`src/temp_conv_pkg.sv`:
```
`default_nettype none
package temp_conv_pkg;
   // ---------------------------------------------------------------
   // clock and conversion timing
   // ---------------------------------------------------------------
   localparam int unsigned CLK_HZ          = 50_000_000;
   localparam int unsigned CONV_TIME_MS_9  = 150;
   localparam int unsigned CONV_TIME_MS_10 = 300;
   localparam int unsigned CONV_TIME_MS_11 = 600;
   localparam int unsigned CONV_TIME_MS_12 = 1200;
   // shortest time: round down to whole cycles
   localparam int unsigned CONV_CYCLES_9   = CONV_TIME_MS_9 * (CLK_HZ / 1000);
   localparam int unsigned CNT_W           = 27;

   // ---------------------------------------------------------------
   // configuration byte layout
   // ---------------------------------------------------------------
   localparam int unsigned CFG_RSVD_BIT    = 7;
   localparam int unsigned CFG_RES_HI      = 6;
   localparam int unsigned CFG_RES_LO      = 5;
   localparam int unsigned CFG_FAULT_HI    = 4;
   localparam int unsigned CFG_FAULT_LO    = 3;
   localparam int unsigned CFG_POL_BIT     = 2;
   localparam int unsigned CFG_TM_BIT      = 1;
   localparam int unsigned CFG_SD_BIT      = 0;
   localparam logic [7:0]  CFG_RESET       = 8'h00;
   localparam logic [7:0]  CFG_WR_MASK     = 8'h7F;

   // ---------------------------------------------------------------
   // temperature word
   // ---------------------------------------------------------------
   localparam logic [15:0] TEMP_RESET      = 16'h0000;
   localparam logic [15:0] MASK_9BIT       = 16'hFF80;
   localparam logic [3:0]  TEMP_LOW_ZERO   = 4'h0;
   localparam logic [1:0]  RES_9BIT        = 2'h0;
   localparam logic [1:0]  RES_12BIT       = 2'h3;

   typedef enum logic {st_convert, st_standby} conv_state_e;

   // keeps the top bits that carry data at the given resolution
   function automatic logic [15:0] res_mask(input logic [1:0] res);
      logic signed [15:0] m;
      m = $signed(MASK_9BIT);
      return 16'(m >>> res);
   endfunction : res_mask
endpackage : temp_conv_pkg
`default_nettype wire

```
`src/temp_conversion_result_shutdown.sv`:
```
// Function
// - conversion ends within 150, 300, 600 or 1200 ms by resolution.
// - conversions start by themselves straight after power-up reset.
// - resolution 9 to 12 bits selectable, 9 bits after power-up.
// - active resolution comes from the two resolution select bits.
// - each completed conversion stores a 16-bit two's complement word.
// - bit 15 is the sign, one for negative temperatures.
// - bits 14 to 4 weigh 2^6 down to 2^-4 degrees.
// - bits 3 to 0 of the word always read zero.
// - only the top N bits hold data at N-bit resolution.
// - a read returns the most recently completed result.
// - reads never abort, restart or disturb a running conversion.
// - shutdown set finishes and stores the running conversion, then idles.
// - entering shutdown in interrupt mode clears the alarm.
// - entering shutdown in comparator mode leaves the alarm as it is.
// - register access keeps working during shutdown.
// - writing shutdown back to zero resumes normal conversion.
// - shutdown bit resets to zero; zero converts, one shuts down.
// - interrupt mode alarm holds until shutdown entry or a register read.
`timescale 1ns/1ps
`default_nettype none
module temp_conversion_result_shutdown #(
   parameter int unsigned CONV_CYCLES_9 = temp_conv_pkg::CONV_CYCLES_9
) (
   input  wire logic        clk,           // 50 MHz clock
   input  wire logic        srst,          // sync reset, active high
   input  wire logic        cfg_wr,        // config write strobe
   input  wire logic [7:0]  cfg_wdata,     // config write byte
   input  wire logic        reg_rd,        // any register read strobe
   input  wire logic [11:0] sensor_code,   // converter output, 1/16 C
   input  wire logic        trip_set,      // thermostat activate event
   input  wire logic        trip_clr,      // comparator release event
   output logic [7:0]       cfg_rdata,     // config register contents
   output logic [15:0]      temp_rdata,    // temperature register
   output logic             conv_done,     // result stored pulse
   output logic             standby,       // low-power idle state
   output logic             alarm_active   // thermostat alarm, logical
);
   // ---------------------------------------------------------------
   // state
   // ---------------------------------------------------------------
   temp_conv_pkg::conv_state_e               state;
   temp_conv_pkg::conv_state_e               next_state;
   logic [temp_conv_pkg::CNT_W-1:0]          cnt;
   logic [temp_conv_pkg::CNT_W-1:0]          next_cnt;
   logic [1:0]                               res_run;
   logic [1:0]                               next_res_run;
   logic [15:0]                              next_temp;
   logic [7:0]                               next_cfg;
   logic                                     next_done;
   logic                                     next_standby;
   logic                                     next_alarm;
   logic [temp_conv_pkg::CNT_W-1:0]          limit;
   logic                                     last_cycle;
   logic                                     enter_sd;
   logic                                     start_conv;
   logic                                     sd_bit;
   logic                                     tm_bit;

   localparam logic [temp_conv_pkg::CNT_W-1:0] LIM_9 =
      temp_conv_pkg::CNT_W'(CONV_CYCLES_9);

   assign sd_bit     = cfg_rdata[temp_conv_pkg::CFG_SD_BIT];
   assign tm_bit     = cfg_rdata[temp_conv_pkg::CFG_TM_BIT];
   // conversion time doubles per added bit
   assign limit      = LIM_9 << res_run;
   assign last_cycle = (state == temp_conv_pkg::st_convert) &&
                       (cnt == limit - 1'b1);
   assign enter_sd   = last_cycle && sd_bit;
   assign start_conv = (last_cycle && !sd_bit) ||
                       (state == temp_conv_pkg::st_standby && !sd_bit);

   // ---------------------------------------------------------------
   // config register
   // ---------------------------------------------------------------
   always_comb begin
      next_cfg = cfg_rdata;
      // writes accepted in any state; reserved bit reads zero
      if (cfg_wr) begin
         next_cfg = cfg_wdata & temp_conv_pkg::CFG_WR_MASK;
      end
   end

   // ---------------------------------------------------------------
   // conversion sequencer
   // ---------------------------------------------------------------
   always_comb begin
      next_state   = state;
      next_cnt     = cnt;
      next_res_run = res_run;
      next_temp    = temp_rdata;
      next_done    = 1'b0;
      next_standby = standby;
      case (state)
         temp_conv_pkg::st_convert: begin
            // reads do not touch this path
            if (last_cycle) begin
               next_temp = {sensor_code, temp_conv_pkg::TEMP_LOW_ZERO} &
                           temp_conv_pkg::res_mask(res_run);
               next_done = 1'b1;
               next_cnt  = '0;
               if (sd_bit) begin
                  next_state   = temp_conv_pkg::st_standby;
                  next_standby = 1'b1;
               end else begin
                  next_res_run = cfg_rdata[temp_conv_pkg::CFG_RES_HI:
                                           temp_conv_pkg::CFG_RES_LO];
               end
            end else begin
               next_cnt = cnt + 1'b1;
            end
         end
         temp_conv_pkg::st_standby: begin
            if (!sd_bit) begin
               next_state   = temp_conv_pkg::st_convert;
               next_standby = 1'b0;
               next_cnt     = '0;
               next_res_run = cfg_rdata[temp_conv_pkg::CFG_RES_HI:
                                        temp_conv_pkg::CFG_RES_LO];
            end
         end
         default: begin
            next_state   = temp_conv_pkg::st_convert;
            next_cnt     = '0;
            next_standby = 1'b0;
         end
      endcase
   end

   // ---------------------------------------------------------------
   // alarm state
   // ---------------------------------------------------------------
   always_comb begin
      next_alarm = alarm_active;
      if (tm_bit) begin
         if (reg_rd) begin
            next_alarm = 1'b0;
         end
         if (trip_set && !standby) begin
            next_alarm = 1'b1;
         end
         if (enter_sd) begin
            next_alarm = 1'b0;
         end
      end else begin
         // shutdown entry is ignored here
         if (trip_clr) begin
            next_alarm = 1'b0;
         end
         if (trip_set && !standby) begin
            next_alarm = 1'b1;
         end
      end
   end

   // ---------------------------------------------------------------
   // registers
   // ---------------------------------------------------------------
   always_ff @(posedge clk) begin
      if (srst) begin
         state        <= temp_conv_pkg::st_convert;
         cnt          <= '0;
         res_run      <= temp_conv_pkg::RES_9BIT;
         cfg_rdata    <= temp_conv_pkg::CFG_RESET;
         temp_rdata   <= temp_conv_pkg::TEMP_RESET;
         conv_done    <= 1'b0;
         standby      <= 1'b0;
         alarm_active <= 1'b0;
      end else begin
         state        <= next_state;
         cnt          <= next_cnt;
         res_run      <= next_res_run;
         cfg_rdata    <= next_cfg;
         temp_rdata   <= next_temp;
         conv_done    <= next_done;
         standby      <= next_standby;
         alarm_active <= next_alarm;
      end
   end
endmodule : temp_conversion_result_shutdown
`default_nettype wire

```
`config.mk`:
```
export PLATFORM = sky130hd
export DESIGN_NAME = temp_conversion_result_shutdown
export DESIGN_NICKNAME = d
export VERILOG_FILES = /design/src/temp_conv_pkg.sv /design/src/temp_conversion_result_shutdown.sv
export SDC_FILE = /design/constraint.sdc
export NUM_CORES = 1
export LEC_CHECK = 0
export BUFFER_PORTS_ARGS = -buffer_cell sky130_fd_sc_hd__clkbuf_2
export CORE_MARGIN = 3
export CORE_UTILIZATION = 26
export DETAILED_ROUTE_END_ITERATION = 8
export SYNTH_ARGS = -nofsm -noshare
export SYNTH_HDL_FRONTEND = slang
export SYNTH_SLANG_ARGS = --single-unit
```
`constraint.sdc`:
```
create_clock -name clk -period 3.1 [get_ports clk]
set_clock_uncertainty 0.1 [all_clocks]
set_input_delay 0.62 -clock clk [delete_from_list [all_inputs] [get_ports clk]]
set_output_delay 0.62 -clock clk [all_outputs]
set_load 0.005 [all_outputs]
```
Word level (Yosys, flattened, before mapping):

Index checks and enable logic that the tools add are counted.

* input port bits: 26
* register bits after elaboration: 56

* $add $sub $neg: 2
* shift operators: 2
* muxes and demuxes: 20
* bitwise operators: 2
* eq/ne operators: 5
* reduce and logical (&&, ||, !) cells: 9

Operator list (count)
* 2-to-1 mux 27 bit: 2
* one-hot mux 27 bit (2 select lines): 1
* adder 27 x 1 -> 27 bit, second input constant: 1
* equality test 27 bit: 1
* << shifter 23 x 2 -> 27 bit, first input constant: 1
* subtractor 27 x 1 -> 27 bit, second input constant: 1
* bitwise AND 16 bit: 1
* >>> shifter 8 x 2 -> 16 bit, first input constant: 1
* 2-to-1 mux 1 bit: 12
* != test 2 bit, second input constant: 3
* 2-to-1 mux 2 bit: 2
* != test 4 x 2 -> 1 bit, second input constant: 1
* one-hot mux 1 bit (2 select lines): 2
* one-hot mux 2 bit (2 select lines): 1
* AND reduction 2 bit: 2
* logical AND 1 bit: 3
* AND reduction 3 bit: 1
* nonzero test 3 bit: 1
* OR reduction 2 bit: 1
* logical NOT 1 bit: 1
* NOT 1 bit: 1

Logic depth before layout (Yosys ltp):

* depth in word-level cells: 7
* mapped depth: 10

Worst setup path after synthesis:

No wires, ideal clock.

* path kind: reg2reg
* from: reg res_run[1]
* to: reg temp_rdata[10]
* slack: 0.659 ns
* data required time: 2.872 ns
* stages on the path, launching flop included: 11
* arrival time: 2.214 ns
* buffers on the path: 2
* cell sequence: dfxtp_1 > inv_1 > ha_1 > and4bb_2 > nor2_1 > nor4_2 > and3_1 > buf_6 > buf_6 > mux2i_1 > nor2_1

* word-level cells in the longest chain between the ends: 5

RTL lines
* start, declared: RTL line temp_conversion_result_shutdown.sv:46 `logic [1:0] res_run;`
* start signal, assigned: RTL line temp_conversion_result_shutdown.sv:163 `res_run <= temp_conv_pkg::RES_9BIT;`
* start signal, assigned: RTL line temp_conversion_result_shutdown.sv:172 `res_run <= next_res_run;`
* << shifter 23 x 2 -> 27 bit: RTL line temp_conversion_result_shutdown.sv:66 `assign limit = LIM_9 << res_run;`
* subtractor 27 x 1 -> 27 bit: RTL line temp_conversion_result_shutdown.sv:68 `(cnt == limit - 1'b1);`
* equality test 27 bit: RTL line temp_conversion_result_shutdown.sv:68
* logical AND 1 bit: RTL line temp_conversion_result_shutdown.sv:67 `assign last_cycle = (state == temp_conv_pkg::st_convert) &&`
* AND reduction 2 bit (no source line)
* end signal, assigned: RTL line temp_conversion_result_shutdown.sv:165 `temp_rdata <= temp_conv_pkg::TEMP_RESET;`
* end signal, assigned: RTL line temp_conversion_result_shutdown.sv:174 `temp_rdata <= next_temp;`
* end, declared: RTL line temp_conversion_result_shutdown.sv:34 `output logic [15:0] temp_rdata,`

Parallel ways exist; a longest one is shown, timed or not.
A chain may end at the register's enable or synchronous reset.

Worst setup path after layout:

* from: reg res_run[0]
* to: reg cnt[9] (netlist bit)

* word-level cells in the longest chain between the ends: 6

RTL lines
* << shifter 23 x 2 -> 27 bit: RTL line temp_conversion_result_shutdown.sv:66
* subtractor 27 x 1 -> 27 bit: RTL line temp_conversion_result_shutdown.sv:68
* equality test 27 bit: RTL line temp_conversion_result_shutdown.sv:68
* logical AND 1 bit: RTL line temp_conversion_result_shutdown.sv:67
* 2-to-1 mux 27 bit: RTL line temp_conversion_result_shutdown.sv:97 `if (last_cycle) begin`
* one-hot mux 27 bit (2 select lines): RTL line temp_conversion_result_shutdown.sv:94 `case (state)`
* end signal, assigned: RTL line temp_conversion_result_shutdown.sv:171 `cnt <= next_cnt;`
* end, declared: RTL line temp_conversion_result_shutdown.sv:44 `logic [temp_conv_pkg::CNT_W-1:0] cnt;`

Every way passes these cells.

==> results.py <==
metrics = {
    "pwr": {
        "clkPwrFrac": 0.404,
        "seqPwrFrac": 0.545,
        "power_density_mw_per_mm2": 410,
        "p_int_uw": 994,
        "leakage_uw": 0.00127,
        "p_switching_uw": 268,
        "ir_drop_mv": 0.191,
        "p_sw_frac": 0.212,
        "combPwrFrac": 0.051,
    },
    "sta": {
        "setup-tns-final_ns": 0,
        "holdWs_ns": 0.389,
        "grt_setup_unrepaired": "false",
        "slew_headroom": 0.264,
        "hold_viol_final": 0,
        "setup-violations-final": 0,
        "tightest_slew_ns": 1.10,
        "fin_crit_ns": 2.63,
        "drv_slew": 0,
        "final.period_utilization": 0.850,
        "max_freq_ghz": 0.380,
        "timing.final.ws_setup_ns": 0.466,
    },
    "grt": {
        "use_met1": 0.154,
        "antenna_found_initial": 0,
        "grt_pass1_wl_mm": 10.5,
        "grt_usage": 0.113,
        "grt_overflow": 0,
        "met3_usage": 0.0291,
        "grt_pass1_vias": 2161,
        "grt_max_degree": 26,
        "grt-busiest-layer": "met2",
        "use_met2": 0.174,
    },
    "synthesis": {
        "synthesis.area_sq_mm": 0.00260,
        "synth-compound-area-share": 0.0962,
        "yosysTopAreaCellShare": 0.400,
        "ys.flop_type": "dfxtp_1",
        "ys_seq_area_frac": 0.400,
        "synth-edff-count": 0,
        "synth_xor_area_frac": 0.0673,
        "yosys.area_share.simple": 0.242,
        "synth.most_common_cell": "dfxtp_1",
        "synth_cell_type_count": 46,
        "ys_warn_count": 0,
        "syn-instance-count": 285,
        "avgSynthCellArea_sq_um": 9.13,
        "synth_adder_area_share": 0.0433,
        "synth_seq_cells": 52,
        "async_flop_share": 0,
        "synth_top_family_by_area": "simple AND/OR/NAND/NOR gates",
        "ys_top_cells_by_area": "dfxtp_1 40%, mux2i_1 9.2%, nor2_1 5.9%",
        "ys_top_cells_by_count": "52 x dfxtp_1, 41 x nor2_1, 24 x mux2i_1, 21 x nand2_1, 15 x nand4_1",
        "synthMuxAreaShare": 0.0966,
        "yosys.area.top_type": "dfxtp_1",
    },
    "clock_tree": {
        "cts_buffers": 5,
        "cts.htree.levels": 2,
        "cts_tree": "yes",
        "cts_resized": 0,
        "cts_hold_buffers": 0,
        "cts_setup_buffers": 0,
        "cts.clk_slew.worst_paths_ns": 0.10,
        "cts.sinks": 52,
        "cts_buffer_depth": 2,
        "clk_latency_ns": 0.31,
        "cts_root_buf": "clkbuf_8",
    },
    "routing": {
        "drtAntennaViolNets": 0,
        "via_per_inst": 4.74,
        "wirelength_mm": 5.90,
        "vias": 2192,
        "dr.pass1.iters": 4,
        "drt_iter0_drc": 82,
        "post_drt_wl_per_cell_microns": 12.8,
        "drc": 0,
    },
    "hold_path": {
        "hold_end": "cnt[26]",
        "min_from": "cnt[26]",
        "min_path_type": "reg -> reg",
        "holdPathStages": 1,
    },
    "placed_design": {
        "dpl-instance-area_sq_mm": 0.00295,
        "port_buffers": 46,
        "gp_congestion": 0.802,
        "dpl.hpwl_mm": 4.39,
        "dpl_worst_slack_ns": 0.460,
    },
    "die": {
        "core_sq_mm": 0.00950,
        "die_w_microns": 106,
        "num_io_pins": 53,
        "die_y_microns": 106,
        "die_area_sq_mm": 0.0112,
        "rows": 35,
        "start_util": 0.274,
    },
    "cells_and_area": {
        "fin_util": 0.324,
        "fin_nets": 367,
        "fillCellCount": 1015,
        "diodes": 0,
        "multi_input_area_sq_mm": 0.00144,
        "drive_gt1_frac": 0.210,
        "regArea_sq_mm": 0.00104,
        "synthToLayoutAreaGrowth_pct": 18.2,
        "stdcell_area_sq_mm": 0.00308,
    },
    "worst_setup_path": {
        "reg2reg_depth": 9,
        "worstPathArrival_ns": 2.73,
        "endpoint_kind": "flop",
        "r2r_slack_ns": 0.47,
        "cp.required_ns": 3.20,
        "start_kind": "flop",
        "r2r_start": "res_run[0]",
        "reg2reg_to": "cnt[9]",
        "critical_path_class": "reg -> reg",
        "critPathMaxFanout": 12,
    },
    "flow_run": {
        "max_cap_violations": 0,
    },
    "run_status": {
        "status": "finished, final reports clean",
    },
}
==> power by group through the flow <==
stage / logic (uW) / clock network, uW / registers (uW)
after floorplan: 40.1 / 0 / 701
final: 64.6 / 510 / 687
after global routing: 74.3 / 552 / 689
after detailed placement: 65.4 / 0 / 703
after global placement: 63.6 / 0 / 702
after CTS: 65.7 / 524 / 687
==> layout by cell type, fill, tap and decap left out, drive strengths merged, types with 9 or more instances in the layout <==
cell type | synthesis | final
clkbuf | 7 | 53
xor2 | 11 | 11
nor2 | 41 | 41
and3 | 10 | 10
dfxtp | 52 | 52
ha | 9 | 9
xnor2 | 9 | 9
nand2 | 21 | 21
mux2i | 24 | 24
nand3 | 10 | 10
a21oi | 12 | 12
nand4 | 15 | 15
==> sequential cells by signal (all words and copies together) (netlist names) <==
register and flops:
alarm_active 1, cfg_rdata 7, cnt 27, conv_done 1
res_run 2, standby 1, state 1, temp_rdata 12
==> how the worst max path moves through the flow <==
stage,from,endpoint,cells past startpoint
2_1_floorplan,res_run[1],temp_rdata[10],10
3_3_place_gp,res_run[1],cnt[16],9
3_5_place_dp,res_run[0],cnt[16],9
4_1_cts,res_run[0],cnt[9],9
5_1_grt,res_run[0],cnt[6],10
6_report,res_run[0],cnt[9],9
==> critical path: stages, from the launching register on <==
cell and delay, ns:
dfxtp_1 0.34, inv_1 0.09, ha_1 0.32, and4bb_2 0.29, nor2_1 0.05, nor4_2 0.45, a21oi_1 0.23, buf_4 0.23
and3_1 0.17, a221o_1 0.25
==> final cells by class <==
| type | instances | area share |
|---|---|---|
| multi-input cells | 214 | 0.467 |
| flip-flops and latches | 52 | 0.338 |
| repair buffers | 54 | 0.0944 |
| well taps | 129 | 0.0525 |
| clock buffers | 7 | 0.0313 |
| clock inverters | 1 | 0.00976 |
| inverters | 5 | 0.00610 |
==> kinds of logic after synthesis <==
kind of cell	Yosys count
compound gates	35
xor+xnor	20
fa+ha+maj	9
buf+inv	23
flops	52
mux	25
other cells	1
simple gates	120
==> metrics by stage <==
step / total power (uW) / cells
2_1_floorplan: 741 / 289
3_3_place_gp: 766 / 454
3_5_place_dp: 768 / 454
4_1_cts: 1280 / 462
5_1_grt: 1320 / 462
6_report: 1260 / 462
==> metal layers <==
| metal | wire length (microns) | vias to the layer above | share of wire |
|---|---|---|---|
| li1 | - | 1091 | - |
| met1 | 2800 | 1018 | 0.48 |
| met2 | 2570 | 74 | 0.44 |
| met3 | 434 | 9 | 0.074 |
| met4 | 87 | 0 | 0.015 |
| met5 | 0 | - | 0 |
No activity file was read; power rests on OpenSTA's default activity.
